$ cat config.mk
export PLATFORM = sky130hd
export DESIGN_NAME = tx_parallel_phase_fifo
export DESIGN_NICKNAME = d
export VERILOG_FILES = /design/src/inc/tx_fifo_pkg.sv /design/src/hdl/tx_parallel_phase_fifo.sv
export SDC_FILE = /design/constraint.sdc
export NUM_CORES = 1
export LEC_CHECK = 0
export BUFFER_PORTS_ARGS = -buffer_cell sky130_fd_sc_hd__buf_2
export CAP_MARGIN = 10
export CORE_MARGIN = 2
export CORE_UTILIZATION = 55
export DETAILED_ROUTE_END_ITERATION = 10
export PLACE_DENSITY = 0.78
export SLEW_MARGIN = 40
export SYNTH_ARGS = -nofsm -noshare
export SYNTH_HDL_FRONTEND = slang
export SYNTH_SLANG_ARGS = --single-unit
$ cat constraint.sdc
create_clock -name ref_clk -period 4.1 [get_ports ref_clk]
set_input_delay 0.205 -clock ref_clk [delete_from_list [all_inputs] [get_ports ref_clk]]
set_output_delay 0.205 -clock ref_clk [all_outputs]
set_load 0.02 [all_outputs]
$ cat src/inc/tx_fifo_pkg.sv
// Purpose: Shared constants and types for the transmit phase FIFO
// Assumes: One clock; word clock is an enable derived by division
// Notes:   Pointers count modulo the FIFO depth
package tx_fifo_pkg;

  localparam int unsigned WORD_W      = 16;
  localparam int unsigned FIFO_DEPTH  = 6;
  localparam int unsigned PTR_W       = 3;
  localparam int unsigned DIV_W       = 4;

  localparam logic [DIV_W-1:0] DIV_LAST     = 4'hF;
  localparam logic [PTR_W-1:0] PTR_LAST     = 3'h5;
  localparam logic [PTR_W-1:0] PTR_ZERO     = 3'h0;
  localparam logic [PTR_W-1:0] PTR_ONE      = 3'h1;
  localparam logic [PTR_W-1:0] PTR_CENTRE   = 3'h3;
  localparam logic [PTR_W-1:0] PTR_DEPTH    = 3'h6;
  localparam logic [PTR_W-1:0] OCC_LOW_MARK = 3'h1;
  localparam logic [PTR_W-1:0] OCC_HI_MARK  = 3'h5;

  localparam logic [1:0] AUTO_EDGE_LAST  = 2'h2;
  localparam logic [1:0] REQ_TICKS_LAST  = 2'h1;
  localparam logic [1:0] REQ_TICKS_MET   = 2'h2;
  localparam logic [1:0] CNT2_ZERO       = 2'h0;
  localparam logic [1:0] CNT2_ONE        = 2'h1;
  localparam logic [2:0] INIT_TICKS_LAST = 3'h3;
  localparam logic [2:0] CNT3_ZERO       = 3'h0;
  localparam logic [2:0] CNT3_ONE        = 3'h1;

  typedef enum logic [1:0] {
    ST_WAIT_LOCK = 2'b00,
    ST_AUTO_WAIT = 2'b01,
    ST_RUN       = 2'b10,
    ST_INIT_WAIT = 2'b11
  } phase_state_t;

  typedef struct packed {
    logic              valid;
    logic [WORD_W-1:0] data;
  } slot_t;

  localparam slot_t SLOT_EMPTY = '{valid: 1'b0, data: 16'h0000};

endpackage

$ cat src/hdl/tx_parallel_phase_fifo.sv
// Purpose: Transmit input FIFO from the parallel input clock to word clock
// Assumes: Input clock is sampled on ref_clk; word clock is ref_clk / 16
// Notes:   A two-entry output buffer absorbs receiver stalls
`timescale 1ns/10ps
module tx_parallel_phase_fifo (
  // Clock and reset
  input  logic                            ref_clk,
  input  logic                            nrst,
  input  logic                            clk_en,
  // Parallel input side
  input  logic                            parallel_input_clock,
  input  logic [tx_fifo_pkg::WORD_W-1:0]  tx_word,
  input  logic                            fifo_init_request,
  output logic                            phase_error_flag,
  output logic                            word_clock_out,
  // PLL status
  input  logic                            pll_locked,
  output logic                            pll_lock_indicator,
  // Serializer side
  output logic                            out_valid,
  input  logic                            out_ready,
  output logic [tx_fifo_pkg::WORD_W-1:0]  out_data
);

  logic [tx_fifo_pkg::WORD_W-1:0] mem [tx_fifo_pkg::FIFO_DEPTH];

  tx_fifo_pkg::phase_state_t         state_reg;
  tx_fifo_pkg::phase_state_t         state_next;
  tx_fifo_pkg::slot_t                buf0_reg;
  tx_fifo_pkg::slot_t                buf1_reg;
  tx_fifo_pkg::slot_t                buf0_next;
  tx_fifo_pkg::slot_t                buf1_next;
  tx_fifo_pkg::slot_t                new_slot;
  logic [tx_fifo_pkg::DIV_W-1:0]     div_reg;
  logic [tx_fifo_pkg::PTR_W-1:0]     wr_reg;
  logic [tx_fifo_pkg::PTR_W-1:0]     rd_reg;
  logic [tx_fifo_pkg::PTR_W-1:0]     wr_next;
  logic [tx_fifo_pkg::PTR_W-1:0]     rd_next;
  logic [tx_fifo_pkg::PTR_W-1:0]     rd_inc;
  logic [tx_fifo_pkg::PTR_W-1:0]     rd_centre;
  logic [tx_fifo_pkg::PTR_W-1:0]     occ;
  logic [1:0]                        edge_cnt_reg;
  logic [1:0]                        req_cnt_reg;
  logic [2:0]                        init_cnt_reg;
  logic                              pic_d_reg;
  logic                              lock_reg;
  logic                              lock_ok;
  logic                              flag_reg;
  logic                              flag_next;
  logic                              in_edge;
  logic                              word_tick;
  logic                              near_violation;
  logic                              auto_centre;
  logic                              init_done;
  logic                              centre_now;
  logic                              req_met;
  logic                              reading;
  logic                              rd_go;
  logic                              buf_in_ready;
  logic                              pop;

  // Edge of the sampled input clock and the divided word clock
  assign in_edge   = parallel_input_clock & ~pic_d_reg;
  assign word_tick = (div_reg == tx_fifo_pkg::DIV_LAST);

  // Occupancy modulo depth; the centre is half the depth
  assign occ = (wr_reg >= rd_reg) ? (wr_reg - rd_reg)
                                  : (wr_reg + tx_fifo_pkg::PTR_DEPTH - rd_reg);
  assign near_violation = (occ <= tx_fifo_pkg::OCC_LOW_MARK) ||
                          (occ >= tx_fifo_pkg::OCC_HI_MARK);

  assign wr_next = !in_edge ? wr_reg :
                   (wr_reg == tx_fifo_pkg::PTR_LAST) ? tx_fifo_pkg::PTR_ZERO
                                                     : wr_reg + tx_fifo_pkg::PTR_ONE;
  // Three behind the next write, so half the depth apart
  assign rd_centre = (wr_next >= tx_fifo_pkg::PTR_CENTRE)
                     ? wr_next - tx_fifo_pkg::PTR_CENTRE
                     : wr_next + tx_fifo_pkg::PTR_CENTRE;
  assign rd_inc = (rd_reg == tx_fifo_pkg::PTR_LAST) ? tx_fifo_pkg::PTR_ZERO
                                                    : rd_reg + tx_fifo_pkg::PTR_ONE;

  // Steps need the pin and its copy, so no state outlives a lost lock
  assign lock_ok     = lock_reg && pll_locked;
  assign auto_centre = (state_reg == tx_fifo_pkg::ST_AUTO_WAIT) && in_edge &&
                       lock_ok &&
                       (edge_cnt_reg == tx_fifo_pkg::AUTO_EDGE_LAST);
  assign init_done   = (state_reg == tx_fifo_pkg::ST_INIT_WAIT) && word_tick &&
                       (init_cnt_reg == tx_fifo_pkg::INIT_TICKS_LAST);
  assign centre_now  = auto_centre || init_done;
  // Request must be seen high on two consecutive word clocks
  assign req_met     = (state_reg == tx_fifo_pkg::ST_RUN) && word_tick &&
                       fifo_init_request && lock_ok &&
                       (req_cnt_reg == tx_fifo_pkg::REQ_TICKS_LAST);

  // Reads follow the word clock only; words in flight at a recentre are lost
  assign reading = (state_reg == tx_fifo_pkg::ST_RUN) ||
                   (state_reg == tx_fifo_pkg::ST_INIT_WAIT);
  assign rd_go   = reading && word_tick && buf_in_ready && !centre_now;
  assign rd_next = centre_now ? rd_centre : (rd_go ? rd_inc : rd_reg);

  // Flag only after the first centring, so earlier delay is free
  // In run the flag latches: occupancy ripples by one word each word clock,
  // and a flickering flag would never be seen at two word clocks in a row
  assign flag_next = (state_reg == tx_fifo_pkg::ST_RUN) ?
                     (flag_reg || near_violation) :
                     (state_reg == tx_fifo_pkg::ST_INIT_WAIT) ? !init_done :
                     1'b0;

  always_comb begin
    state_next = state_reg;
    case (state_reg)
      tx_fifo_pkg::ST_WAIT_LOCK: begin
        if (lock_reg) begin
          state_next = tx_fifo_pkg::ST_AUTO_WAIT;
        end
      end
      tx_fifo_pkg::ST_AUTO_WAIT: begin
        if (auto_centre) begin
          state_next = tx_fifo_pkg::ST_RUN;
        end
      end
      tx_fifo_pkg::ST_RUN: begin
        if (req_met) begin
          state_next = tx_fifo_pkg::ST_INIT_WAIT;
        end
      end
      tx_fifo_pkg::ST_INIT_WAIT: begin
        if (init_done) begin
          state_next = tx_fifo_pkg::ST_RUN;
        end
      end
      default: begin
        state_next = tx_fifo_pkg::ST_WAIT_LOCK;
      end
    endcase
    if (!lock_ok) begin
      state_next = tx_fifo_pkg::ST_WAIT_LOCK;
    end
  end

  // Two-entry output buffer; the head always sits in buf0
  assign new_slot     = '{valid: 1'b1, data: mem[rd_reg]};
  assign buf_in_ready = !buf1_reg.valid;
  assign pop          = buf0_reg.valid && out_ready;
  assign buf0_next = pop ? (buf1_reg.valid ? buf1_reg :
                            (rd_go ? new_slot : tx_fifo_pkg::SLOT_EMPTY)) :
                     (rd_go && !buf0_reg.valid) ? new_slot : buf0_reg;
  assign buf1_next = pop ? ((rd_go && buf1_reg.valid) ? new_slot
                                                      : tx_fifo_pkg::SLOT_EMPTY) :
                     (rd_go && buf0_reg.valid) ? new_slot : buf1_reg;

  assign out_valid          = buf0_reg.valid;
  assign out_data           = buf0_reg.data;
  assign phase_error_flag   = flag_reg;
  assign pll_lock_indicator = lock_reg;
  assign word_clock_out     = div_reg[tx_fifo_pkg::DIV_W-1];

  // Divider runs from reset, so the load strobe is fixed to the reference
  always_ff @(posedge ref_clk or negedge nrst) begin
    if (!nrst) begin
      div_reg <= '0;
    end else if (clk_en) begin
      div_reg <= div_reg + 4'h1;
    end
  end

  always_ff @(posedge ref_clk) begin
    if (clk_en && in_edge) begin
      mem[wr_reg] <= tx_word;
    end
  end

  always_ff @(posedge ref_clk or negedge nrst) begin
    if (!nrst) begin
      wr_reg    <= '0;
      rd_reg    <= '0;
      pic_d_reg <= 1'b0;
      lock_reg  <= 1'b0;
      flag_reg  <= 1'b0;
      state_reg <= tx_fifo_pkg::ST_WAIT_LOCK;
    end else if (clk_en) begin
      wr_reg    <= wr_next;
      rd_reg    <= rd_next;
      pic_d_reg <= parallel_input_clock;
      lock_reg  <= pll_locked;
      flag_reg  <= flag_next;
      state_reg <= state_next;
    end
  end

  always_ff @(posedge ref_clk or negedge nrst) begin
    if (!nrst) begin
      edge_cnt_reg <= tx_fifo_pkg::CNT2_ZERO;
      req_cnt_reg  <= tx_fifo_pkg::CNT2_ZERO;
      init_cnt_reg <= tx_fifo_pkg::CNT3_ZERO;
    end else if (clk_en) begin
      if (state_reg != tx_fifo_pkg::ST_AUTO_WAIT) begin
        edge_cnt_reg <= tx_fifo_pkg::CNT2_ZERO;
      end else if (in_edge) begin
        edge_cnt_reg <= edge_cnt_reg + tx_fifo_pkg::CNT2_ONE;
      end
      if (!fifo_init_request) begin
        req_cnt_reg <= tx_fifo_pkg::CNT2_ZERO;
      end else if (word_tick && req_cnt_reg != tx_fifo_pkg::REQ_TICKS_MET) begin
        req_cnt_reg <= req_cnt_reg + tx_fifo_pkg::CNT2_ONE;
      end
      if (state_reg != tx_fifo_pkg::ST_INIT_WAIT) begin
        init_cnt_reg <= tx_fifo_pkg::CNT3_ZERO;
      end else if (word_tick) begin
        init_cnt_reg <= init_cnt_reg + tx_fifo_pkg::CNT3_ONE;
      end
    end
  end

  always_ff @(posedge ref_clk or negedge nrst) begin
    if (!nrst) begin
      buf0_reg <= tx_fifo_pkg::SLOT_EMPTY;
      buf1_reg <= tx_fifo_pkg::SLOT_EMPTY;
    end else if (clk_en) begin
      buf0_reg <= buf0_next;
      buf1_reg <= buf1_next;
    end
  end

  a_write_on_edge: assert property (@(posedge ref_clk) disable iff (!nrst)
    (clk_en && in_edge) |=> (wr_reg != $past(wr_reg)))
    else $error("write pointer did not advance on input clock edge");

  a_read_held: assert property (@(posedge ref_clk) disable iff (!nrst)
    (clk_en && !word_tick && !centre_now) |=> $stable(rd_reg))
    else $error("read pointer moved off the word clock");

  a_read_once: assert property (@(posedge ref_clk) disable iff (!nrst)
    (clk_en && rd_go) |=> (rd_reg != $past(rd_reg)) && out_valid)
    else $error("read did not advance or deliver a word");

  a_divider_wrap: assert property (@(posedge ref_clk) disable iff (!nrst)
    (clk_en && word_tick) |=> (div_reg == '0) && !word_clock_out)
    else $error("word clock divider did not wrap after sixteen");

  a_flag_persist: assert property (@(posedge ref_clk) disable iff (!nrst)
    (clk_en && state_reg == tx_fifo_pkg::ST_RUN && near_violation)
    |=> phase_error_flag)
    else $error("phase error flag missing on imminent violation");

  a_lock_gates: assert property (@(posedge ref_clk) disable iff (!nrst)
    (state_reg != tx_fifo_pkg::ST_WAIT_LOCK) |-> pll_lock_indicator)
    else $error("FIFO active without lock indication");

  a_auto_third: assert property (@(posedge ref_clk) disable iff (!nrst)
    (clk_en && auto_centre)
    |=> (state_reg == tx_fifo_pkg::ST_RUN) && (occ == tx_fifo_pkg::PTR_CENTRE))
    else $error("FIFO not centred on third input edge");

  a_quiet_before: assert property (@(posedge ref_clk) disable iff (!nrst)
    (state_reg == tx_fifo_pkg::ST_AUTO_WAIT) |-> !phase_error_flag)
    else $error("phase error raised before first centring");

  a_req_two: assert property (@(posedge ref_clk) disable iff (!nrst)
    (clk_en && req_met) |=> (state_reg == tx_fifo_pkg::ST_INIT_WAIT))
    else $error("two word clock request did not start initialization");

  a_init_done: assert property (@(posedge ref_clk) disable iff (!nrst)
    (clk_en && init_done)
    |=> !phase_error_flag && (occ == tx_fifo_pkg::PTR_CENTRE))
    else $error("flag high or pointers off centre after initialization");

  a_buffer_hold: assert property (@(posedge ref_clk) disable iff (!nrst)
    (out_valid && !out_ready) |=> out_valid && $stable(out_data))
    else $error("stalled output word changed or vanished");

  a_flag_latched: assert property (@(posedge ref_clk) disable iff (!nrst)
    (clk_en && state_reg == tx_fifo_pkg::ST_RUN && phase_error_flag)
    |=> phase_error_flag)
    else $error("phase error flag dropped without initialization");

  a_init_window: assert property (@(posedge ref_clk)
    disable iff (!nrst || !clk_en || !pll_lock_indicator)
    (clk_en && req_met) |-> ##[32:128] init_done)
    else $error("initialization not complete in two to eight word clocks");

  a_lock_follow: assert property (@(posedge ref_clk) disable iff (!nrst)
    clk_en |=> (pll_lock_indicator == $past(pll_locked)))
    else $error("lock indication does not follow the PLL lock input");

endmodule

==> report_table.html, run 1 <==
<table>
<tr><th>Metric</th><th>Value</th></tr>
<tr><th colspan="2">Synth</th></tr>
<tr><td>Synthesis warning total</td><td>0</td></tr>
<tr><td>Async set or reset register ratio after synthesis</td><td>36.8%</td></tr>
<tr><td>Number of flops mapped to enable cells by yosys</td><td>96</td></tr>
<tr><td>Syn Area/Cell</td><td>14.0 sq um</td></tr>
<tr><td>Flops &amp; latches, synth</td><td>152</td></tr>
<tr><td>Post-synthesis instance area</td><td>6730 sq um</td></tr>
<tr><td>Leading post-synthesis cells by instance count</td><td>edfxtp_1 (96), nand2_1 (57), dfrtp_1 (56), nor2_1 (29), a21oi_1 (24)</td></tr>
<tr><td>Synth unique cells</td><td>52</td></tr>
<tr><td>Most area-hungry cell type in the Yosys netlist</td><td>edfxtp_1</td></tr>
<tr><td>Top post-synthesis cells by area</td><td>edfxtp_1 (43%), dfrtp_1 (21%), mux4_2 (5.4%), mux2_4 (4.2%), nand2_1 (3.2%)</td></tr>
<tr><td>Top cell type's share of synthesized area</td><td>42.8%</td></tr>
<tr><td>Ys flop type</td><td>edfxtp_1</td></tr>
<tr><td>Dominant cell by count in the synthesized netlist</td><td>edfxtp_1</td></tr>
<tr><td>Cells after synthesis</td><td>480</td></tr>
<tr><td>Sequential fraction of the synthesis area</td><td>63.7%</td></tr>
<tr><td>Net Count, Synth</td><td>518</td></tr>
<tr><th colspan="2">Pwr</th></tr>
<tr><td>VDD IR-drop max</td><td>0.372 mV</td></tr>
<tr><td>Power density over cell area</td><td>596 nW/um^2</td></tr>
<tr><td>Leakage power</td><td>2.93 nW</td></tr>
<tr><td>Overall Power</td><td>4.57 mW</td></tr>
<tr><th colspan="2">Setup path</th></tr>
<tr><td>Worst endpoint data arrival time</td><td>2870 ps</td></tr>
<tr><td>Data required time of the critical path</td><td>4400 ps</td></tr>
<tr><td>Beginning of the worst register-to-register path</td><td>rd_reg[1]</td></tr>
<tr><td>Cells on worst reg2reg path</td><td>8</td></tr>
<tr><td>Critical Path, Cell by Cell</td><td>ha_1 &gt; inv_1 &gt; ha_1 &gt; xor2_1 &gt; or3_1 &gt; a21oi_1 &gt; nor4b_1 &gt; a31oi_1</td></tr>
<tr><td>End of the worst register-to-register path</td><td>phase_error_flag</td></tr>
<tr><td>Reg-to-reg slack, setup</td><td>1530 ps</td></tr>
<tr><td>Critical Path Fanout Max</td><td>30</td></tr>
<tr><td>Category of the most critical setup path</td><td>reg2reg</td></tr>
<tr><td>Critical path's slowest cell</td><td>dfrtp_2</td></tr>
<tr><td>Category of the worst setup path launch point</td><td>register</td></tr>
<tr><td>CP max stage delay</td><td>890 ps</td></tr>
<tr><td>Most Frequent Cell on Critical Path</td><td>ha_1</td></tr>
<tr><td>Element type at the critical path end</td><td>register</td></tr>
<tr><th colspan="2">Placement</th></tr>
<tr><td>Port buffer count</td><td>42</td></tr>
<tr><td>Worst slack at placement</td><td>1550 ps</td></tr>
<tr><td>DP Wirelength</td><td>7870 um</td></tr>
<tr><td>Number of placed instances, taps included</td><td>650</td></tr>
<tr><td>Routability Congestion</td><td>0.783</td></tr>
<tr><th colspan="2">Timing</th></tr>
<tr><td>Post-route fraction of the period consumed by the critical path</td><td>62.7%</td></tr>
<tr><td>RSZ-0062 raised after global routing</td><td>false</td></tr>
<tr><td>Final number of max-transition violations</td><td>0</td></tr>
<tr><td>Setup-failing EPs final</td><td>0</td></tr>
<tr><td>Peak clock frequency supported by timing</td><td>389 MHz</td></tr>
<tr><td>Final worst slack</td><td>1530 ps</td></tr>
<tr><td>Worst max-slew margin expressed relative to the limit</td><td>45.6%</td></tr>
<tr><td>Number of hold violations in the final report</td><td>0</td></tr>
<tr><td>Clk_skew</td><td>6.09 ps</td></tr>
<tr><td>Final critical-path required period</td><td>2570 ps</td></tr>
<tr><td>Least-Margin Pin Slew</td><td>815 ps</td></tr>
<tr><td>Accumulated negative setup slack</td><td>0 ps</td></tr>
<tr><th colspan="2">Min path</th></tr>
<tr><td>Cell count of the worst hold path</td><td>1</td></tr>
<tr><td>Worst min-delay path category</td><td>in2reg</td></tr>
<tr><td>Hold Path Sink</td><td>mem[0][8]</td></tr>
<tr><td>Min-delay src</td><td>tx_word[8]</td></tr>
<tr><th colspan="2">Floorplan</th></tr>
<tr><td>Chip width</td><td>115 um</td></tr>
<tr><td>IO Count</td><td>43</td></tr>
<tr><td>Vertical extent of the die</td><td>115 um</td></tr>
<tr><td>Floorplan Core Area</td><td>12000 sq um</td></tr>
<tr><td>FP Rows</td><td>40</td></tr>
<tr><td>Die area</td><td>13100 sq um</td></tr>
<tr><td>Effective utilization at floorplan</td><td>56.2%</td></tr>
<tr><th colspan="2">Detailed routing</th></tr>
<tr><td>Total wire length after detailed routing</td><td>12600 um</td></tr>
<tr><td>Total via count after detailed routing</td><td>3974</td></tr>
<tr><td>Length of the first detailed-routing pass in iterations</td><td>5</td></tr>
<tr><td>DR vias/cell</td><td>5.82</td></tr>
<tr><td>DRT antenna net count</td><td>0</td></tr>
<tr><td>Routed length per instance</td><td>18.5 um</td></tr>
<tr><td>Residual DRC count</td><td>0</td></tr>
<tr><td>Initial detailed-routing violation count</td><td>231</td></tr>
<tr><th colspan="2">CTS</th></tr>
<tr><td>Clock-pin slew on the worst setup and hold paths</td><td>60 ps</td></tr>
<tr><td>Total of cells resized after clock tree synthesis</td><td>0</td></tr>
<tr><td>Number of buffers added by the clock tree synthesis step</td><td>17</td></tr>
<tr><td>CTS tree</td><td>built</td></tr>
<tr><td>Buffer levels on the longest clock path</td><td>2</td></tr>
<tr><td>Clk_lat worst skew</td><td>430 ps</td></tr>
<tr><td>Clock Tree Root</td><td>clkbuf_16</td></tr>
<tr><td>CTS sink count</td><td>152</td></tr>
<tr><td>Depth of the CTS H-tree</td><td>4</td></tr>
<tr><th colspan="2">Global route</th></tr>
<tr><td>Number of global-route vias before repair</td><td>3910</td></tr>
<tr><td>Wire length of the first global-routing pass</td><td>20400 um</td></tr>
<tr><td>Pin count of the biggest net entering global routing</td><td>57</td></tr>
<tr><td>Number of antenna violations at the first check in global routing</td><td>0</td></tr>
<tr><td>GR Util All Layers</td><td>21.1%</td></tr>
<tr><td>Overflow left after global routing</td><td>0</td></tr>
<tr><th colspan="2">Layout</th></tr>
<tr><td>Antenna Diode Count</td><td>0</td></tr>
<tr><td>Post-Route Utilization</td><td>64.1%</td></tr>
<tr><td>Max reg flops</td><td>96</td></tr>
<tr><td>Layout overhead on the synthesized area</td><td>14.0%</td></tr>
<tr><td>Storage element area</td><td>4290 sq um</td></tr>
<tr><td>Count of placed standard cells in the final layout, fillers left out</td><td>683</td></tr>
<tr><td>Area of the multi-input gates</td><td>2290 sq um</td></tr>
<tr><td>Nets@finish</td><td>561</td></tr>
<tr><td>Fraction of layout cells with a size suffix above 1</td><td>26.7%</td></tr>
<tr><td>Layout filler cell count</td><td>838</td></tr>
<tr><th colspan="2">Job</th></tr>
<tr><td>Max_cap viols</td><td>0</td></tr>
<tr><th colspan="2">Status</th></tr>
<tr><td>Result of the run</td><td>completed</td></tr>
</table>
## worst max-delay path: cells and delay by family (launching register included)
family / cells / cell delay (ps)
buf+inv: 1 / 70
flops: 1 / 890
fa+ha+maj: 2 / 570
simple gates: 2 / 410
compound gates: 2 / 180
xor+xnor: 1 / 300
## cell usage in the layout (no fill, tap or decap), types with 3 or more instances in the layout
cell type	n
edfxtp_1	96
nand2_1	57
dfrtp_1	55
buf_2	42
nor2_1	25
a21oi_1	24
o21ai_0	23
mux2_4	19
clkbuf_16	17
mux4_2	16
inv_1	15
ha_1	14
mux2_2	10
a22oi_1	10
nand3_1	9
o21ai_1	8
a22oi_2	7
mux2_1	6
xnor2_1	5
nand2b_1	5
inv_6	5
nor3_1	4
a21o_1	4
nor2_4	4
a31oi_1	4
clkinv_4	3
buf_4	3
## power by group
group | leakage (nW) | switching, mW | internal [mW] | total, mW
sequential | 1.56 | 0.175 | 1.87 | 2.05
combinational | 1.09 | 0.592 | 0.386 | 0.979
clock | 0.280 | 0.637 | 0.909 | 1.55
total | 2.93 | 1.40 | 3.17 | 4.57
## metrics by stage
step | hold WS [ps] | instance area (sq um)
2_1_floorplan | -90.6 | 6730
3_3_place_gp | 373 | 7020
3_5_place_dp | 388 | 7070
4_1_cts | 11.8 | 7670
5_1_grt | 22.2 | 7670
6_report | 16.8 | 7670
## area by class of cell
| type | instances | area share [%] |
|---|---|---|
| multi-input cells | 288 | 29.8 |
| flip-flops and latches | 152 | 55.9 |
| clock buffers | 18 | 5.59 |
| inverters | 16 | 0.783 |
| clock inverters | 14 | 2.10 |
| well taps | 147 | 2.40 |
| repair buffers | 48 | 3.46 |
## metal layers
metal / track usage [%] / wire length, um / vias to the layer above / part of all wire [%]
met5: 0 / 0 / - / 0
met4: 8.70 / 217 / 0 / 1.7
met3: 5.45 / 633 / 14 / 5.0
met2: 33.1 / 6280 / 86 / 50
met1: 28.3 / 5510 / 2004 / 44
li1: - / - / 1870 / -
## kinds of logic after synthesis
group / share of synthesized area [%]
compound gates: 8.96
simple gates: 7.90
mux: 12.4
xor+xnor: 0.911
fa+ha+maj: 2.90
flops: 63.7
buf+inv: 3.22
## repair_timing
action,4_1_cts,5_1_grt
hold endpoints to repair,56,0
hold buffers,1,0
buffers inserted,0,0
## worst max-delay path by stage
stage	from	end	slack [ps]	cells past startpoint
floorplan	clk_en	mem[0][0]	1610	4
finish	rd_reg[1]	phase_error_flag	1530	8
global placement	rd_reg[1]	out_data[4]	1640	5
detailed placement	rd_reg[1]	phase_error_flag	1550	8
global route	rd_reg[1]	phase_error_flag	1280	8
CTS	rd_reg[1]	phase_error_flag	1510	8
(Power assumes the default switching activity.)
==> run 2: changes to the inputs <==
--- a/config.mk
+++ b/config.mk
@@ -8,9 +8,9 @@
 export BUFFER_PORTS_ARGS = -buffer_cell sky130_fd_sc_hd__buf_2
 export CAP_MARGIN = 10
 export CORE_MARGIN = 2
-export CORE_UTILIZATION = 55
+export CORE_UTILIZATION = 54
 export DETAILED_ROUTE_END_ITERATION = 10
-export PLACE_DENSITY = 0.78
+export PLACE_DENSITY = 0.8
 export SLEW_MARGIN = 40
 export SYNTH_ARGS = -nofsm -noshare
 export SYNTH_HDL_FRONTEND = slang
==> constraint.sdc (replaced) <==
create_clock -name ref_clk -period 2.15 [get_ports ref_clk]
set_input_delay 0.1075 -clock ref_clk [delete_from_list [all_inputs] [get_ports ref_clk]]
set_output_delay 0.1075 -clock ref_clk [all_outputs]
set_load 0.02 [all_outputs]
==> run 2 against run 1 <==
  * Setup slack lost 1400 ps
  * Fmax grew 26%
  * Die area grew 1.8%
  * Critical endpoint unchanged
  * Core utilization grew 1.9 points
  * Combinational power grew 100%
  * Power grew 91%
  * Critical path depth is the same
  * Highest routed layer unchanged
  * Clock power grew 87%
  * Global-route usage shrank 0.22 points
  * Register-to-register slack lost 1400 ps
  * First-iteration DRC count grew 16%
==> report_table.html, run 2 (synthesis results as in run 1) <==
<table>
<tr><th>Metric</th><th>Value</th></tr>
<tr><th colspan="2">Status</th></tr>
<tr><td>Result of the run</td><td>completed</td></tr>
<tr><th colspan="2">Layout</th></tr>
<tr><td>Commonest cells after routing, fill and taps aside</td><td>edfxtp_1 (96), nand2_1 (57), dfrtp_1 (55)</td></tr>
<tr><td>Layout overhead on the synthesized area</td><td>18.9%</td></tr>
<tr><td>Antenna Diode Count</td><td>0</td></tr>
<tr><td>Count of placed standard cells in the final layout, fillers left out</td><td>741</td></tr>
<tr><td>Max reg flops</td><td>96</td></tr>
<tr><td>Most common cell after layout, fill and taps aside</td><td>edfxtp_1</td></tr>
<tr><td>Fraction of layout cells with a size suffix above 1</td><td>27.4%</td></tr>
<tr><td>Nets@finish</td><td>598</td></tr>
<tr><th colspan="2">Detailed routing</th></tr>
<tr><td>Initial detailed-routing violation count</td><td>268</td></tr>
<tr><td>Length of the first detailed-routing pass in iterations</td><td>4</td></tr>
<tr><td>Total wire length after detailed routing</td><td>12800 um</td></tr>
<tr><td>Routed length per instance</td><td>17.3 um</td></tr>
<tr><td>DR vias/cell</td><td>5.48</td></tr>
<tr><td>Residual DRC count</td><td>0</td></tr>
<tr><td>DRT antenna net count</td><td>0</td></tr>
<tr><td>Total via count after detailed routing</td><td>4064</td></tr>
<tr><th colspan="2">Floorplan</th></tr>
<tr><td>Die area</td><td>13400 sq um</td></tr>
<tr><td>Floorplan Core Area</td><td>12100 sq um</td></tr>
<tr><td>Effective utilization at floorplan</td><td>55.5%</td></tr>
<tr><td>Vertical extent of the die</td><td>116 um</td></tr>
<tr><td>FP Rows</td><td>40</td></tr>
<tr><td>IO Count</td><td>43</td></tr>
<tr><td>Chip width</td><td>116 um</td></tr>
<tr><th colspan="2">Global route</th></tr>
<tr><td>Number of antenna violations at the first check in global routing</td><td>0</td></tr>
<tr><td>Overflow left after global routing</td><td>0</td></tr>
<tr><td>GR Util All Layers</td><td>20.9%</td></tr>
<tr><td>Pin count of the biggest net entering global routing</td><td>35</td></tr>
<tr><td>Wire length of the first global-routing pass</td><td>20600 um</td></tr>
<tr><td>Number of global-route vias before repair</td><td>4166</td></tr>
<tr><th colspan="2">Timing</th></tr>
<tr><td>Clk_skew</td><td>8.42 ps</td></tr>
<tr><td>Post-route fraction of the period consumed by the critical path</td><td>95.0%</td></tr>
<tr><td>Number of hold violations in the final report</td><td>0</td></tr>
<tr><td>Peak clock frequency supported by timing</td><td>490 MHz</td></tr>
<tr><td>Setup-failing EPs final</td><td>0</td></tr>
<tr><td>Final critical-path required period</td><td>2040 ps</td></tr>
<tr><td>Worst max-slew margin expressed relative to the limit</td><td>52.2%</td></tr>
<tr><td>Final number of max-transition violations</td><td>0</td></tr>
<tr><td>Least-Margin Pin Slew</td><td>717 ps</td></tr>
<tr><td>RSZ-0062 raised after global routing</td><td>false</td></tr>
<tr><th colspan="2">Setup path</th></tr>
<tr><td>Critical Path Fanout Max</td><td>5</td></tr>
<tr><td>Worst endpoint data arrival time</td><td>2380 ps</td></tr>
<tr><td>Element type at the critical path end</td><td>register</td></tr>
<tr><td>Data required time of the critical path</td><td>2490 ps</td></tr>
<tr><td>Category of the worst setup path launch point</td><td>register</td></tr>
<tr><td>Category of the most critical setup path</td><td>reg2reg</td></tr>
<tr><th colspan="2">CTS</th></tr>
<tr><td>CTS tree</td><td>built</td></tr>
<tr><td>Buffer levels on the longest clock path</td><td>2</td></tr>
<tr><td>Clk_lat worst skew</td><td>430 ps</td></tr>
<tr><td>CTS sink count</td><td>152</td></tr>
<tr><td>Depth of the CTS H-tree</td><td>4</td></tr>
<tr><td>Number of buffers added by the clock tree synthesis step</td><td>17</td></tr>
<tr><td>Clock-pin slew on the worst setup and hold paths</td><td>60 ps</td></tr>
<tr><td>Clock Tree Root</td><td>clkbuf_16</td></tr>
<tr><th colspan="2">Job</th></tr>
<tr><td>Max_cap viols</td><td>0</td></tr>
<tr><th colspan="2">Pwr</th></tr>
<tr><td>Cell internal pwr</td><td>6.11 mW</td></tr>
<tr><td>Overall Power</td><td>8.74 mW</td></tr>
<tr><td>Fraction of power spent switching nets</td><td>30.1%</td></tr>
<tr><td>Sw Pwr</td><td>2.63 mW</td></tr>
<tr><td>VDD IR-drop max</td><td>0.534 mV</td></tr>
<tr><td>Power density over cell area</td><td>1090 nW/um^2</td></tr>
<tr><td>Share of power burned in the clock network</td><td>33.2%</td></tr>
<tr><td>Sequential cell fraction of total power</td><td>44.3%</td></tr>
<tr><td>Gate power share</td><td>22.5%</td></tr>
<tr><td>Leakage power</td><td>3.09 nW</td></tr>
<tr><th colspan="2">Placement</th></tr>
<tr><td>DP Wirelength</td><td>8170 um</td></tr>
<tr><td>Port buffer count</td><td>42</td></tr>
<tr><td>Routability Congestion</td><td>0.799</td></tr>
<tr><td>Number of placed instances, taps included</td><td>687</td></tr>
<tr><th colspan="2">Min path</th></tr>
<tr><td>Worst min-delay path category</td><td>in2reg</td></tr>
</table>
## run 2: path summary, 6_finish.rpt
| kind | startpoint | end | slack (ps) | depth (start not counted) |
|---|---|---|---|---|
| min in group asynchronous | nrst | wr_reg[0] | 200 | 2 |
| worst min register to register | buf1_reg[0] | buf1_reg[0] | 480 | 2 |
| worst max-delay path | rd_reg[1] | phase_error_flag | 110 | 8 |
| worst max register to register | rd_reg[1] | phase_error_flag | 110 | 8 |
| worst min-delay path | clk_en | state_reg[1] | 80 | 2 |
| max in group asynchronous | nrst | buf1_reg[4] | 1290 | 3 |
## run 2: cell type report
| type | count | area (sq um) |
|---|---|---|
| Multi-Input combinational cell | 288 | 2260 |
| Clock buffer | 19 | 433 |
| Tap cell | 168 | 210 |
| Sequential cell | 152 | 4290 |
| Inverter | 16 | 60.1 |
| Timing Repair Buffer | 85 | 611 |
| Clock inverter | 13 | 144 |
| Fill cell | 875 | 4110 |
## run 2: power by group through the flow
| stage | logic [mW] | registers [mW] | clock network, mW |
|---|---|---|---|
| after detailed placement | 1.89 | 3.93 | 0 |
| after global routing | 2.18 | 3.93 | 3.06 |
| final | 1.96 | 3.87 | 2.90 |
| after floorplan | 1.16 | 4.09 | 0 |
| after CTS | 1.94 | 3.87 | 2.95 |
| after global placement | 1.80 | 3.89 | 0 |
## run 2: timing repair
action	4_1_cts	5_1_grt
hold endpoints to repair	124	0
hold buffers	21	0
buffers inserted	0	1
setup endpoints to repair	4	4
gates resized for setup	1	5
## run 2: per-layer routing
layer  share of wire (%)  vias up  global-route usage [%]
li1                    -     1945                       -
met1                  43     1995                    27.0
met2                  50      106                    33.7
met3                 5.8       18                    5.60
met4                 1.5        0                    8.73
met5                   0        -                       0
## run 2: per-stage QoR
stage	hold WS (ps)	area [sq um]	setup WS, ps	TNS [ps]	util, %
floorplan	-188	6740	135	0	-
global placement	113	7190	139	0	59.3
detailed placement	120	7190	-17.3	-29.9	59.3
CTS	67.2	7970	62.0	0	65.8
global route	89.4	8000	15.3	0	66.1
finish	77.5	8000	108	0	66.1
## run 2: critical path: stages (launching register included)
cell and delay, ps:
dfrtp_2 460, ha_1 360, inv_1 60, ha_1 220
xor2_2 170, or3_1 320, a21oi_1 150, nor4b_1 70
a31oi_1 160
